--- config.mk ---
export PLATFORM = sky130hd
export DESIGN_NAME = tcp_param_ram
export DESIGN_NICKNAME = d
export VERILOG_FILES = /design/src/common/tcp_pkg.sv /design/src/rtl/tcp_param_ram.sv /design/src/rtl/tcp_rx_pack.sv /design/src/rtl/tcp_tx_unpack.sv
export SDC_FILE = /design/constraint.sdc
export NUM_CORES = 1
export LEC_CHECK = 0
export BUFFER_PORTS_ARGS = -buffer_cell sky130_fd_sc_hd__buf_2
export CORE_UTILIZATION = 53
export DETAILED_ROUTE_END_ITERATION = 16
export PLACE_DENSITY = 0.75
export SYNTH_ARGS = -nofsm -noshare
export SYNTH_HDL_FRONTEND = slang
export SYNTH_SLANG_ARGS = --single-unit
--- constraint.sdc ---
create_clock -name pclk -period 3.1 [get_ports pclk]
set_clock_uncertainty 0.2 [all_clocks]
set_input_delay 0 -clock pclk [delete_from_list [all_inputs] [get_ports pclk]]
set_output_delay 0 -clock pclk [all_outputs]
set_load 0.005 [all_outputs]
--- src/common/tcp_pkg.sv ---
package tcp_pkg;

	// Bus geometry
	localparam int          ADDR_W = 8;
	localparam int          DATA_W = 32;

	// Register indices; byte address is four times
	localparam logic [5:0]  IDX_TX_BD_TABLE_BASE         = 6'h00;
	localparam logic [5:0]  IDX_CHANNEL_MODE             = 6'h02;
	localparam logic [5:0]  IDX_TX_INTERNAL_STATE        = 6'h04;
	localparam logic [5:0]  IDX_TX_DATA_POINTER          = 6'h08;
	localparam logic [5:0]  IDX_TX_BD_POINTER            = 6'h0C;
	localparam logic [5:0]  IDX_TX_BYTE_COUNT            = 6'h0E;
	localparam logic [5:0]  IDX_TX_UNPACK_TEMP           = 6'h10;
	localparam logic [5:0]  IDX_ZERO_INSERT_STATE        = 6'h14;
	localparam logic [5:0]  IDX_RESERVED_18              = 6'h18;
	localparam logic [5:0]  IDX_CHANNEL_IRQ_MASK         = 6'h1C;
	localparam logic [5:0]  IDX_DESCRIPTOR_FLAGS_TEMP    = 6'h1E;
	localparam logic [5:0]  IDX_RX_BD_TABLE_BASE         = 6'h20;
	localparam logic [5:0]  IDX_RX_MAX_BUFFER_LENGTH     = 6'h22;
	localparam logic [5:0]  IDX_RX_INTERNAL_STATE        = 6'h24;
	localparam logic [5:0]  IDX_RX_DATA_POINTER          = 6'h28;
	localparam logic [5:0]  IDX_RX_BD_POINTER            = 6'h2C;
	localparam logic [5:0]  IDX_RX_BYTE_COUNT            = 6'h2E;
	localparam logic [5:0]  IDX_RX_PACK_TEMP             = 6'h30;
	localparam logic [5:0]  IDX_ZERO_DELETE_STATE        = 6'h34;
	localparam logic [5:0]  IDX_RESERVED_38              = 6'h38;
	localparam logic [5:0]  IDX_TRANSPARENT_SYNC_CONTROL = 6'h3C;
	localparam logic [5:0]  IDX_RESERVED_3E              = 6'h3E;

	// Reset values
	localparam logic [31:0] RESET_WORD = 32'h0000_0000;
	localparam logic [15:0] RESET_HALF = 16'h0000;
	localparam logic [7:0]  RESET_BYTE = 8'h00;

	// Field positions
	localparam int          STATE_MOT_BIT = 28;
	localparam int          ZD_HIST_LSB   = 8;
	localparam int          ZD_HIST_MSB   = 23;

	// Stepping
	localparam logic [31:0] WORD_STEP      = 32'h0000_0004;
	localparam logic [15:0] BD_STEP        = 16'h0008;
	localparam logic [2:0]  BYTES_PER_WORD = 3'h4;

	// Byte-strobe merge
	function automatic logic [31:0] apply_strb(input logic [31:0] old_w,
		input logic [31:0] new_w, input logic [3:0] strb);
		logic [31:0] r;
		r = old_w;
		for (int i = 0; i < 4; i++)
		begin
			if (strb[i])
			begin
				r[8*i +: 8] = new_w[8*i +: 8];
			end
		end
		return r;
	endfunction : apply_strb

endpackage : tcp_pkg

--- src/rtl/tcp_param_ram.sv ---
// Behaviour
// - Tx table base holds 16-bit offset
// - Tx data pointer tracks fetch address
// - Tx descriptor address is base plus pointer
// - Tx byte count holds bytes remaining
// - One fetched word unpacks into up to four bytes, fewer when the byte count is lower
// - Zero-insertion state word, host preloaded
// - Sixteen-bit channel interrupt mask word
// - Rx table base holds 16-bit offset
// - Rx byte count reloads from maximum length at buffer end
// - Rx data pointer tracks store address
// - Rx descriptor address is base plus pointer
// - Rx byte count holds bytes free
// - Four received bytes pack into one word
// - Middle bytes keep 16-bit receive history
// - Transparent sync control word is held
// - Cleared mask bit blocks request and entry
//
// Decided for this implementation: the APB register port.
module tcp_param_ram #(
	parameter logic [15:0] BD_STEP = tcp_pkg::BD_STEP
) (
	input  wire logic        pclk,
	input  wire logic        presetn,
	input  wire logic        psel,
	input  wire logic        penable,
	input  wire logic        pwrite,
	input  wire logic [7:0]  paddr,
	input  wire logic [31:0] pwdata,
	input  wire logic [3:0]  pstrb,
	output logic      [31:0] prdata,
	output logic             pready,
	output logic             pslverr,
	input  wire logic [31:0] shared_memory_base,
	input  wire logic        tx_channel_enable,
	input  wire logic        rx_channel_enable,
	output logic             tx_fetch_req,
	output logic      [31:0] tx_fetch_addr,
	input  wire logic        tx_fetch_ack,
	input  wire logic [31:0] tx_fetch_data,
	output logic             tx_byte_valid,
	output logic      [7:0]  tx_byte,
	input  wire logic        tx_byte_take,
	input  wire logic        rx_byte_valid,
	input  wire logic [7:0]  rx_byte,
	output logic             rx_byte_ready,
	output logic             rx_store_req,
	output logic      [31:0] rx_store_addr,
	output logic      [31:0] rx_store_data,
	input  wire logic        rx_store_ack,
	output logic      [31:0] tx_bd_addr,
	output logic      [31:0] rx_bd_addr,
	output logic             rx_buffer_done,
	input  wire logic [15:0] chan_event,
	output logic             event_irq_req,
	output logic             event_queue_we,
	output logic      [15:0] event_queue_bits
);

	logic [15:0] tx_bd_table_base_q;
	logic [15:0] channel_mode_q;
	logic [31:0] tx_internal_state_q;
	logic [31:0] tx_data_pointer_q;
	logic [15:0] tx_bd_pointer_q;
	logic [15:0] tx_byte_count_q;
	logic [31:0] zero_insert_state_q;
	logic [15:0] channel_irq_mask_q;
	logic [15:0] descriptor_flags_temp_q;
	logic [15:0] rx_bd_table_base_q;
	logic [15:0] rx_max_buffer_length_q;
	logic [31:0] rx_internal_state_q;
	logic [31:0] rx_data_pointer_q;
	logic [15:0] rx_bd_pointer_q;
	logic [15:0] rx_byte_count_q;
	logic [31:0] zero_delete_state_q;
	logic [15:0] transparent_sync_control_q;
	logic [31:0] prdata_q;
	logic        pslverr_q;
	logic        tx_fetch_req_q;
	logic [31:0] tx_fetch_addr_q;
	logic        rx_store_req_q;
	logic [31:0] rx_store_addr_q;
	logic [31:0] rx_store_data_q;
	logic        rx_end_q;
	logic        rx_buffer_done_q;
	logic [31:0] tx_bd_addr_q;
	logic [31:0] rx_bd_addr_q;
	logic        event_hit_q;
	logic [15:0] event_bits_q;
	logic        wr_access;
	logic        setup;
	logic [31:0] rd_word;
	logic        rd_mapped;
	logic [31:0] tx_unpack_temp;
	logic [31:0] rx_pack_temp;
	logic        tx_load;
	logic        tx_take;
	logic [2:0]  tx_load_bytes;
	logic        rx_push;
	logic        rx_last;
	logic        rx_word_done;
	logic [15:0] event_masked;

	// Aligned hit on a register index
	function automatic logic hit(input logic [7:0] a, input logic [5:0] idx);
		return (a[1:0] == 2'b00) && (a[7:2] == idx);
	endfunction : hit

	// Strobed half-width update
	function automatic logic [15:0] half_wr(input logic [15:0] old_h,
		input logic [31:0] wd, input logic [3:0] st);
		logic [31:0] m;
		m = tcp_pkg::apply_strb({16'h0000, old_h}, wd, st);
		return m[15:0];
	endfunction : half_wr

	// Zero-wait slave
	assign setup     = psel && !penable;
	assign wr_access = psel && penable && pwrite;
	assign pready    = 1'b1;
	assign pslverr   = psel && penable && pslverr_q;
	assign prdata    = prdata_q;

	// Read mux; reserved words read zero, holes are errors
	always_comb
	begin
		rd_word   = tcp_pkg::RESET_WORD;
		rd_mapped = (paddr[1:0] == 2'b00);
		case (paddr[7:2])
			tcp_pkg::IDX_TX_BD_TABLE_BASE: rd_word = {16'h0000, tx_bd_table_base_q};
			tcp_pkg::IDX_CHANNEL_MODE: rd_word = {16'h0000, channel_mode_q};
			tcp_pkg::IDX_TX_INTERNAL_STATE: rd_word = tx_internal_state_q;
			tcp_pkg::IDX_TX_DATA_POINTER: rd_word = tx_data_pointer_q;
			tcp_pkg::IDX_TX_BD_POINTER: rd_word = {16'h0000, tx_bd_pointer_q};
			tcp_pkg::IDX_TX_BYTE_COUNT: rd_word = {16'h0000, tx_byte_count_q};
			tcp_pkg::IDX_TX_UNPACK_TEMP: rd_word = tx_unpack_temp;
			tcp_pkg::IDX_ZERO_INSERT_STATE: rd_word = zero_insert_state_q;
			tcp_pkg::IDX_RESERVED_18: rd_word = tcp_pkg::RESET_WORD;
			tcp_pkg::IDX_CHANNEL_IRQ_MASK: rd_word = {16'h0000, channel_irq_mask_q};
			tcp_pkg::IDX_DESCRIPTOR_FLAGS_TEMP: rd_word = {16'h0000, descriptor_flags_temp_q};
			tcp_pkg::IDX_RX_BD_TABLE_BASE: rd_word = {16'h0000, rx_bd_table_base_q};
			tcp_pkg::IDX_RX_MAX_BUFFER_LENGTH: rd_word = {16'h0000, rx_max_buffer_length_q};
			tcp_pkg::IDX_RX_INTERNAL_STATE: rd_word = rx_internal_state_q;
			tcp_pkg::IDX_RX_DATA_POINTER: rd_word = rx_data_pointer_q;
			tcp_pkg::IDX_RX_BD_POINTER: rd_word = {16'h0000, rx_bd_pointer_q};
			tcp_pkg::IDX_RX_BYTE_COUNT: rd_word = {16'h0000, rx_byte_count_q};
			tcp_pkg::IDX_RX_PACK_TEMP: rd_word = rx_pack_temp;
			tcp_pkg::IDX_ZERO_DELETE_STATE: rd_word = zero_delete_state_q;
			tcp_pkg::IDX_RESERVED_38: rd_word = tcp_pkg::RESET_WORD;
			tcp_pkg::IDX_TRANSPARENT_SYNC_CONTROL: rd_word = {16'h0000, transparent_sync_control_q};
			tcp_pkg::IDX_RESERVED_3E: rd_word = tcp_pkg::RESET_WORD;
			default: rd_mapped = 1'b0;
		endcase
	end

	// Read answer flopped in setup
	always_ff @(posedge pclk or negedge presetn)
	begin
		if (!presetn)
		begin
			prdata_q  <= tcp_pkg::RESET_WORD;
			pslverr_q <= 1'b0;
		end
		else if (setup)
		begin
			prdata_q  <= pwrite ? tcp_pkg::RESET_WORD : (rd_mapped ? rd_word : tcp_pkg::RESET_WORD);
			pslverr_q <= !rd_mapped;
		end
	end

	// Host-only words
	always_ff @(posedge pclk or negedge presetn)
	begin
		if (!presetn)
		begin
			tx_bd_table_base_q         <= tcp_pkg::RESET_HALF;
			channel_mode_q             <= tcp_pkg::RESET_HALF;
			tx_internal_state_q        <= tcp_pkg::RESET_WORD;
			zero_insert_state_q        <= tcp_pkg::RESET_WORD;
			channel_irq_mask_q         <= tcp_pkg::RESET_HALF;
			descriptor_flags_temp_q    <= tcp_pkg::RESET_HALF;
			rx_bd_table_base_q         <= tcp_pkg::RESET_HALF;
			rx_max_buffer_length_q     <= tcp_pkg::RESET_HALF;
			rx_internal_state_q        <= tcp_pkg::RESET_WORD;
			transparent_sync_control_q <= tcp_pkg::RESET_HALF;
		end
		else if (wr_access && !pslverr_q)
		begin
			if (hit(paddr, tcp_pkg::IDX_TX_BD_TABLE_BASE))
				tx_bd_table_base_q <= half_wr(tx_bd_table_base_q, pwdata, pstrb);
			if (hit(paddr, tcp_pkg::IDX_CHANNEL_MODE))
				channel_mode_q <= half_wr(channel_mode_q, pwdata, pstrb);
			if (hit(paddr, tcp_pkg::IDX_TX_INTERNAL_STATE))
				tx_internal_state_q <= tcp_pkg::apply_strb(tx_internal_state_q, pwdata, pstrb);
			if (hit(paddr, tcp_pkg::IDX_ZERO_INSERT_STATE))
				zero_insert_state_q <= tcp_pkg::apply_strb(zero_insert_state_q, pwdata, pstrb);
			if (hit(paddr, tcp_pkg::IDX_CHANNEL_IRQ_MASK))
				channel_irq_mask_q <= half_wr(channel_irq_mask_q, pwdata, pstrb);
			if (hit(paddr, tcp_pkg::IDX_DESCRIPTOR_FLAGS_TEMP))
				descriptor_flags_temp_q <= half_wr(descriptor_flags_temp_q, pwdata, pstrb);
			if (hit(paddr, tcp_pkg::IDX_RX_BD_TABLE_BASE))
				rx_bd_table_base_q <= half_wr(rx_bd_table_base_q, pwdata, pstrb);
			if (hit(paddr, tcp_pkg::IDX_RX_MAX_BUFFER_LENGTH))
				rx_max_buffer_length_q <= half_wr(rx_max_buffer_length_q, pwdata, pstrb);
			if (hit(paddr, tcp_pkg::IDX_RX_INTERNAL_STATE))
				rx_internal_state_q <= tcp_pkg::apply_strb(rx_internal_state_q, pwdata, pstrb);
			if (hit(paddr, tcp_pkg::IDX_TRANSPARENT_SYNC_CONTROL))
				transparent_sync_control_q <= half_wr(transparent_sync_control_q, pwdata,
					pstrb);
		end
	end

	// Fetch once the unpacker drains
	assign tx_load       = tx_fetch_req_q && tx_fetch_ack;
	assign tx_take       = tx_byte_valid && tx_byte_take;
	assign tx_load_bytes = (tx_byte_count_q > 16'h0004) ? tcp_pkg::BYTES_PER_WORD
		: tx_byte_count_q[2:0];

	always_ff @(posedge pclk or negedge presetn)
	begin
		if (!presetn)
		begin
			tx_fetch_req_q  <= 1'b0;
			tx_fetch_addr_q <= tcp_pkg::RESET_WORD;
		end
		else if (tx_load)
		begin
			tx_fetch_req_q <= 1'b0;
		end
		else if (!tx_fetch_req_q && tx_channel_enable && tx_byte_count_q != 16'h0000
			&& !tx_byte_valid)
		begin
			tx_fetch_req_q  <= 1'b1;
			tx_fetch_addr_q <= tx_data_pointer_q;
		end
	end

	// Host write beats a hardware step
	always_ff @(posedge pclk or negedge presetn)
	begin
		if (!presetn)
		begin
			tx_data_pointer_q <= tcp_pkg::RESET_WORD;
			tx_byte_count_q   <= tcp_pkg::RESET_HALF;
			tx_bd_pointer_q   <= tcp_pkg::RESET_HALF;
		end
		else
		begin
			if (wr_access && hit(paddr, tcp_pkg::IDX_TX_DATA_POINTER))
				tx_data_pointer_q <= tcp_pkg::apply_strb(tx_data_pointer_q, pwdata, pstrb);
			else if (tx_load)
				tx_data_pointer_q <= tx_data_pointer_q + tcp_pkg::WORD_STEP;
			if (wr_access && hit(paddr, tcp_pkg::IDX_TX_BYTE_COUNT))
				tx_byte_count_q <= half_wr(tx_byte_count_q, pwdata, pstrb);
			else if (tx_take && tx_byte_count_q != 16'h0000)
				tx_byte_count_q <= tx_byte_count_q - 16'h0001;
			if (wr_access && hit(paddr, tcp_pkg::IDX_TX_BD_POINTER))
				tx_bd_pointer_q <= half_wr(tx_bd_pointer_q, pwdata, pstrb);
		end
	end

	tcp_tx_unpack u_tx_unpack (
		.clk        (pclk),
		.rst_n      (presetn),
		.load       (tx_load),
		.load_word  (tx_fetch_data),
		.load_bytes (tx_load_bytes),
		.host_we    (wr_access && hit(paddr, tcp_pkg::IDX_TX_UNPACK_TEMP)),
		.host_word  (pwdata),
		.big_endian (tx_internal_state_q[tcp_pkg::STATE_MOT_BIT]),
		.take       (tx_take),
		.temp       (tx_unpack_temp),
		.byte_out   (tx_byte),
		.byte_valid (tx_byte_valid)
	);

	// Rx stalls while a store is pending
	assign rx_byte_ready = rx_channel_enable && !rx_store_req_q && !rx_word_done
		&& !rx_end_q && rx_byte_count_q != 16'h0000;
	assign rx_push       = rx_byte_valid && rx_byte_ready;
	assign rx_last       = (rx_byte_count_q == 16'h0001);

	tcp_rx_pack u_rx_pack (
		.clk        (pclk),
		.rst_n      (presetn),
		.push       (rx_push),
		.push_byte  (rx_byte),
		.flush      (rx_last),
		.big_endian (rx_internal_state_q[tcp_pkg::STATE_MOT_BIT]),
		.host_we    (wr_access && hit(paddr, tcp_pkg::IDX_RX_PACK_TEMP)),
		.host_word  (pwdata),
		.temp       (rx_pack_temp),
		.word_done  (rx_word_done)
	);

	// Latch packed word for the store
	always_ff @(posedge pclk or negedge presetn)
	begin
		if (!presetn)
		begin
			rx_store_req_q  <= 1'b0;
			rx_store_addr_q <= tcp_pkg::RESET_WORD;
			rx_store_data_q <= tcp_pkg::RESET_WORD;
			rx_end_q        <= 1'b0;
		end
		else
		begin
			if (rx_word_done)
			begin
				rx_store_req_q  <= 1'b1;
				rx_store_addr_q <= rx_data_pointer_q;
				rx_store_data_q <= rx_pack_temp;
			end
			else if (rx_store_ack)
				rx_store_req_q <= 1'b0;
			if (rx_push && rx_last)
				rx_end_q <= 1'b1;
			else if (rx_store_req_q && rx_store_ack)
				rx_end_q <= 1'b0;
		end
	end

	// Full buffer moves to the next descriptor
	always_ff @(posedge pclk or negedge presetn)
	begin
		if (!presetn)
		begin
			rx_data_pointer_q <= tcp_pkg::RESET_WORD;
			rx_bd_pointer_q   <= tcp_pkg::RESET_HALF;
			rx_byte_count_q   <= tcp_pkg::RESET_HALF;
			rx_buffer_done_q  <= 1'b0;
		end
		else
		begin
			rx_buffer_done_q <= rx_store_req_q && rx_store_ack && rx_end_q;
			if (wr_access && hit(paddr, tcp_pkg::IDX_RX_DATA_POINTER))
				rx_data_pointer_q <= tcp_pkg::apply_strb(rx_data_pointer_q, pwdata, pstrb);
			else if (rx_store_req_q && rx_store_ack)
				rx_data_pointer_q <= rx_data_pointer_q + tcp_pkg::WORD_STEP;
			if (wr_access && hit(paddr, tcp_pkg::IDX_RX_BD_POINTER))
				rx_bd_pointer_q <= half_wr(rx_bd_pointer_q, pwdata, pstrb);
			else if (rx_store_req_q && rx_store_ack && rx_end_q)
				rx_bd_pointer_q <= rx_bd_pointer_q + BD_STEP;
			if (wr_access && hit(paddr, tcp_pkg::IDX_RX_BYTE_COUNT))
				rx_byte_count_q <= half_wr(rx_byte_count_q, pwdata, pstrb);
			else if (rx_store_req_q && rx_store_ack && rx_end_q)
				rx_byte_count_q <= rx_max_buffer_length_q;
			else if (rx_push)
				rx_byte_count_q <= rx_byte_count_q - 16'h0001;
		end
	end

	// 16-bit receive history, middle bytes
	always_ff @(posedge pclk or negedge presetn)
	begin
		if (!presetn)
			zero_delete_state_q <= tcp_pkg::RESET_WORD;
		else if (wr_access && hit(paddr, tcp_pkg::IDX_ZERO_DELETE_STATE))
			zero_delete_state_q <= tcp_pkg::apply_strb(zero_delete_state_q, pwdata,
				pstrb);
		else if (rx_push)
			zero_delete_state_q[tcp_pkg::ZD_HIST_MSB:tcp_pkg::ZD_HIST_LSB] <=
				{zero_delete_state_q[15:8], rx_byte};
	end

	// Registered to keep adders off the pins
	always_ff @(posedge pclk or negedge presetn)
	begin
		if (!presetn)
		begin
			tx_bd_addr_q <= tcp_pkg::RESET_WORD;
			rx_bd_addr_q <= tcp_pkg::RESET_WORD;
		end
		else
		begin
			tx_bd_addr_q <= shared_memory_base + {16'h0000, tx_bd_pointer_q};
			rx_bd_addr_q <= shared_memory_base + {16'h0000, rx_bd_pointer_q};
		end
	end

	// Cleared mask bit: no request, no entry
	assign event_masked = chan_event & channel_irq_mask_q;

	always_ff @(posedge pclk or negedge presetn)
	begin
		if (!presetn)
		begin
			event_hit_q  <= 1'b0;
			event_bits_q <= tcp_pkg::RESET_HALF;
		end
		else
		begin
			event_hit_q <= (event_masked != 16'h0000);
			if (event_masked != 16'h0000)
				event_bits_q <= event_masked;
		end
	end

	assign tx_fetch_req     = tx_fetch_req_q;
	assign tx_fetch_addr    = tx_fetch_addr_q;
	assign rx_store_req     = rx_store_req_q;
	assign rx_store_addr    = rx_store_addr_q;
	assign rx_store_data    = rx_store_data_q;
	assign tx_bd_addr       = tx_bd_addr_q;
	assign rx_bd_addr       = rx_bd_addr_q;
	assign rx_buffer_done   = rx_buffer_done_q;
	assign event_irq_req    = event_hit_q;
	assign event_queue_we   = event_hit_q;
	assign event_queue_bits = event_bits_q;

endmodule : tcp_param_ram

--- src/rtl/tcp_rx_pack.sv ---
module tcp_rx_pack (
	input  wire logic        clk,
	input  wire logic        rst_n,
	input  wire logic        push,
	input  wire logic [7:0]  push_byte,
	input  wire logic        flush,
	input  wire logic        big_endian,
	input  wire logic        host_we,
	input  wire logic [31:0] host_word,
	output logic      [31:0] temp,
	output logic             word_done
);

	logic [31:0] temp_q;
	logic [1:0]  fill_q;
	logic        done_q;
	logic [1:0]  lane;

	// Big-endian puts the first byte in the top lane
	assign lane = big_endian ? (2'h3 - fill_q) : fill_q;

	// Four bytes or a tail make a word
	always_ff @(posedge clk or negedge rst_n)
	begin
		if (!rst_n)
		begin
			temp_q <= tcp_pkg::RESET_WORD;
			fill_q <= 2'h0;
			done_q <= 1'b0;
		end
		else
		begin
			done_q <= 1'b0;
			if (push)
			begin
				temp_q[8*lane +: 8] <= push_byte;
				fill_q <= (fill_q == 2'h3 || flush) ? 2'h0 : fill_q + 2'h1;
				done_q <= (fill_q == 2'h3) || flush;
			end
			else if (host_we)
			begin
				temp_q <= host_word;
				fill_q <= 2'h0;
			end
		end
	end

	assign temp      = temp_q;
	assign word_done = done_q;

endmodule : tcp_rx_pack

--- src/rtl/tcp_tx_unpack.sv ---
module tcp_tx_unpack (
	input  wire logic        clk,
	input  wire logic        rst_n,
	input  wire logic        load,
	input  wire logic [31:0] load_word,
	input  wire logic [2:0]  load_bytes,
	input  wire logic        host_we,
	input  wire logic [31:0] host_word,
	input  wire logic        big_endian,
	input  wire logic        take,
	output logic      [31:0] temp,
	output logic      [7:0]  byte_out,
	output logic             byte_valid
);

	logic [31:0] temp_q;
	logic [2:0]  left_q;
	logic [1:0]  idx_q;
	logic [7:0]  byte_q;

	// Byte lane for a position
	function automatic logic [7:0] pick(input logic [31:0] w, input logic [1:0] i,
		input logic be);
		logic [1:0] lane;
		lane = be ? (2'h3 - i) : i;
		return w[8*lane +: 8];
	endfunction : pick

	// Load beats a host write; host write stores the word and drops pending bytes
	always_ff @(posedge clk or negedge rst_n)
	begin
		if (!rst_n)
		begin
			temp_q <= tcp_pkg::RESET_WORD;
			left_q <= 3'h0;
			idx_q  <= 2'h0;
			byte_q <= tcp_pkg::RESET_BYTE;
		end
		else if (load)
		begin
			temp_q <= load_word;
			left_q <= load_bytes;
			idx_q  <= 2'h0;
			byte_q <= pick(load_word, 2'h0, big_endian);
		end
		else if (host_we)
		begin
			temp_q <= host_word;
			left_q <= 3'h0;
		end
		else if (take && left_q != 3'h0)
		begin
			left_q <= left_q - 3'h1;
			idx_q  <= idx_q + 2'h1;
			byte_q <= pick(temp_q, idx_q + 2'h1, big_endian);
		end
	end

	assign temp       = temp_q;
	assign byte_out   = byte_q;
	assign byte_valid = (left_q != 3'h0);

endmodule : tcp_tx_unpack

==> results.cfg <==
[power_and_ir_drop]
vdd_drop_max_mv = 0.6307
switching_power_uw = 7798
cellPowerDensity_nw_per_um2 = 613.3
p_leak_uw = 0.01943
power_frac_comb = 0.184
sw_frac_of_total = 0.3099
p_int_uw = 17360
seqPwrFrac = 0.453
clockPowerShare = 0.362
finalPower_uw = 25160

[synth]
synth_seq_cells = 662
synth_top_family_by_area = compound AO/OA/AOI/OAI gates
seq_area_frac_synth = 0.5061
synth_area_leaders = dfrtp_1 51%, mux2_2 11%, a22oi_1 4.9%, nand2_1 3.3%, nor2_1 2.1%
synth_top_area_cell = dfrtp_1
synth_cell_types = 98
synthAdderAreaFrac = 0.01728
synth_async_sr_flop_share = 1.000
synth.area.mux_share = 0.1393
synth-simple-area-share = 0.1254
yosysMostFrequentCell = dfrtp_1
synth_xor_area_frac = 0.01846
synth.top_cells.by_count = 662 x dfrtp_1, 315 x mux2_2, 287 x nand2_1
synth_edf_count = 0
ys.warnings.count = 0
syn_area_per_cell_sq_um = 10.94
synth_cells = 2993
syn_nets = 3180
synth-compound-area-share = 0.1626
yosysTopAreaCellShare = 0.5061
ys.flop_type = dfrtp_1
syn-cell-area_sq_um = 32730

[job]
cap_viol_max_count = 0

[setup_path]
start_kind = flop
worst_path_dominant_cell_family = compound AO/OA/AOI/OAI gates
cp_max_fo = 9
endpoint_kind = flop
path_buf_inv = 1
path_cells = ha_1 > and3_1 > and3_1 > a211o_2 > o2111ai_2 > dlygate4sd3_1 > xnor2_1
critPathKind = reg -> reg
r2r_slack_ps = 60
worstPathRequired_ps = 3440
slowest_stage = dlygate4sd3_1
worstPathArrival_ps = 3390
slowest_delay_ps = 610
path_common_cell = and3_1

[die]
row_count = 90
initial_core_util = 0.5393
fp.dieW_um = 250.5
die_y_um = 250.5
core_area_sq_um = 60700
pin_count = 368
fp.dieArea_sq_um = 62760

[sta]
relSlewSlack = 0.3413
slew_viol_final = 0
hold_viol_final = 0
tightest_slew_ps = 988.1
post-route-min-period_ps = 3043
timing.final.ws_setup_ps = 56.79
setup_viol = 0
max_clock_freq_mhz = 328.6
finalCritPeriodShare = 0.9817

[final_layout]
area_growth_pct = 25.35
regArea_sq_um = 16570
nets = 3820
multi_input_area_sq_um = 15270
drive_above_1_share = 0.2778
fill_cells = 4406
design_area_sq_um = 41030
diodes = 0

[clocking]
clock_latency_ps = 640
clk_pin_slew_ps = 60
htree_levels = 3
cts_buffer_depth = 3
cts_tree = built
cts_root_buf = clkbuf_16
cts-buffers-inserted = 73
cts_sinks = 662

[global_route]
antenna_found_initial = 2
first_global_vias = 29410
grt_max_degree = 81
grt_pass1_wl_um = 188200
grt-ovfl-total = 0
grtUsageTotal = 0.4031

[route]
wl_met2_um = 57190
wl_per_cell_um = 28.58
routed-wl-met3_um = 15820
drc = 0
wl_met1_um = 47150
drt_iter0_markers = 4353
drt_wl_total_um = 127800
viasPerCell = 6.737
final_antenna_net_count = 0
firstDrtPassIters = 7
highest_layer = met5
num_vias = 30130

[worst_hold_path]
min_path_type = in -> reg

[status]
status = finished, final reports clean

[place]
portBuffers = 366
placed_area_sq_um = 35840
place_congestion = 1.004
pre_cts_slack_ps = 86.42
dp_hpwl_um = 88510
[final cells by class]
cell class,count,share of cell area
repair buffers,748,0.1350
inverters,47,0.004300
clock buffers,107,0.05230
multi-input cells,2101,0.3721
clock inverters,25,0.008630
flip-flops and latches,662,0.4038
well taps,782,0.02385
[path summary, 6_finish.rpt]
path / end / start / cells past startpoint
worst max-delay path: tx_bd_addr[19] / tx_bd_pointer_q[11] / 7
worst min-delay path: tx_fetch_req / tx_fetch_ack / 3
worst max register to register: tx_bd_addr[19] / tx_bd_pointer_q[11] / 7
worst min register to register: tx_fetch_addr[30] / tx_fetch_addr[30] / 2
max in group asynchronous: zero_insert_state_q[26] / presetn / 4
min in group asynchronous: tx_bd_addr[7] / presetn / 4
[what timing repair did]
item	in CTS	in global routing
hold buffers	255	0
gates resized for setup	0	20
endpoints found under the setup margin	0	54
setup buffers	0	6
hold endpoints to repair	1235	0
[layer usage]
metal / vias up / global-route usage
li1: 12470 / -
met1: 14910 / 0.5270
met2: 2230 / 0.6162
met3: 513 / 0.1070
met4: 8 / 0.2112
met5: - / 0
[power groups by stage]
stage / Clock [uW] / Combinational, uW / Sequential, uW
floorplan: 0 / 2460 / 10600
global placement: 0 / 3780 / 11300
detailed placement: 0 / 3910 / 11400
CTS: 9130 / 4480 / 11200
global route: 9460 / 5010 / 11400
finish: 9110 / 4640 / 11400
[tightest hold or removal path: stages]
cell and delay (ps):
dlygate4sd3_1 570, buf_2 150, o21ai_0 80
[layout by cell type, fill, tap and decap left out, types with 45 or more instances in the layout]
master         count
nand4_1           46
buf_4            114
buf_2            365
a22o_1            52
mux2_2           315
a21oi_1          124
a211oi_1          45
nand2_1          287
dfrtp_1          661
dlygate4sd3_1    253
mux2i_1           55
nand3_1           78
clkbuf_16         74
nor3_1            45
a22oi_1          212
inv_1             46
nor2_1           172
o21ai_0           99
[per-stage QoR]
step / hold slack, ps / std cells / TNS, ps / utilization
floorplan: -495.6 / 2993 / 0 / -
global placement: -95.00 / 4080 / 0 / 0.5904
detailed placement: -95.15 / 4080 / 0 / 0.5904
CTS: 1.111 / 4467 / 0 / 0.6740
global route: 9.894 / 4472 / -3.715 / 0.6760
finish: 7.932 / 4472 / 0 / 0.6760
[kinds of logic after synthesis]
| kind of cell | count (synthesis) |
|---|---|
| compound gates | 754 |
| xor+xnor | 69 |
| fa+ha+maj | 44 |
| buf+inv | 230 |
| flops | 662 |
| mux | 403 |
| other cells | 1 |
| simple gates | 830 |
No activity file was read; power rests on OpenSTA's default activity.
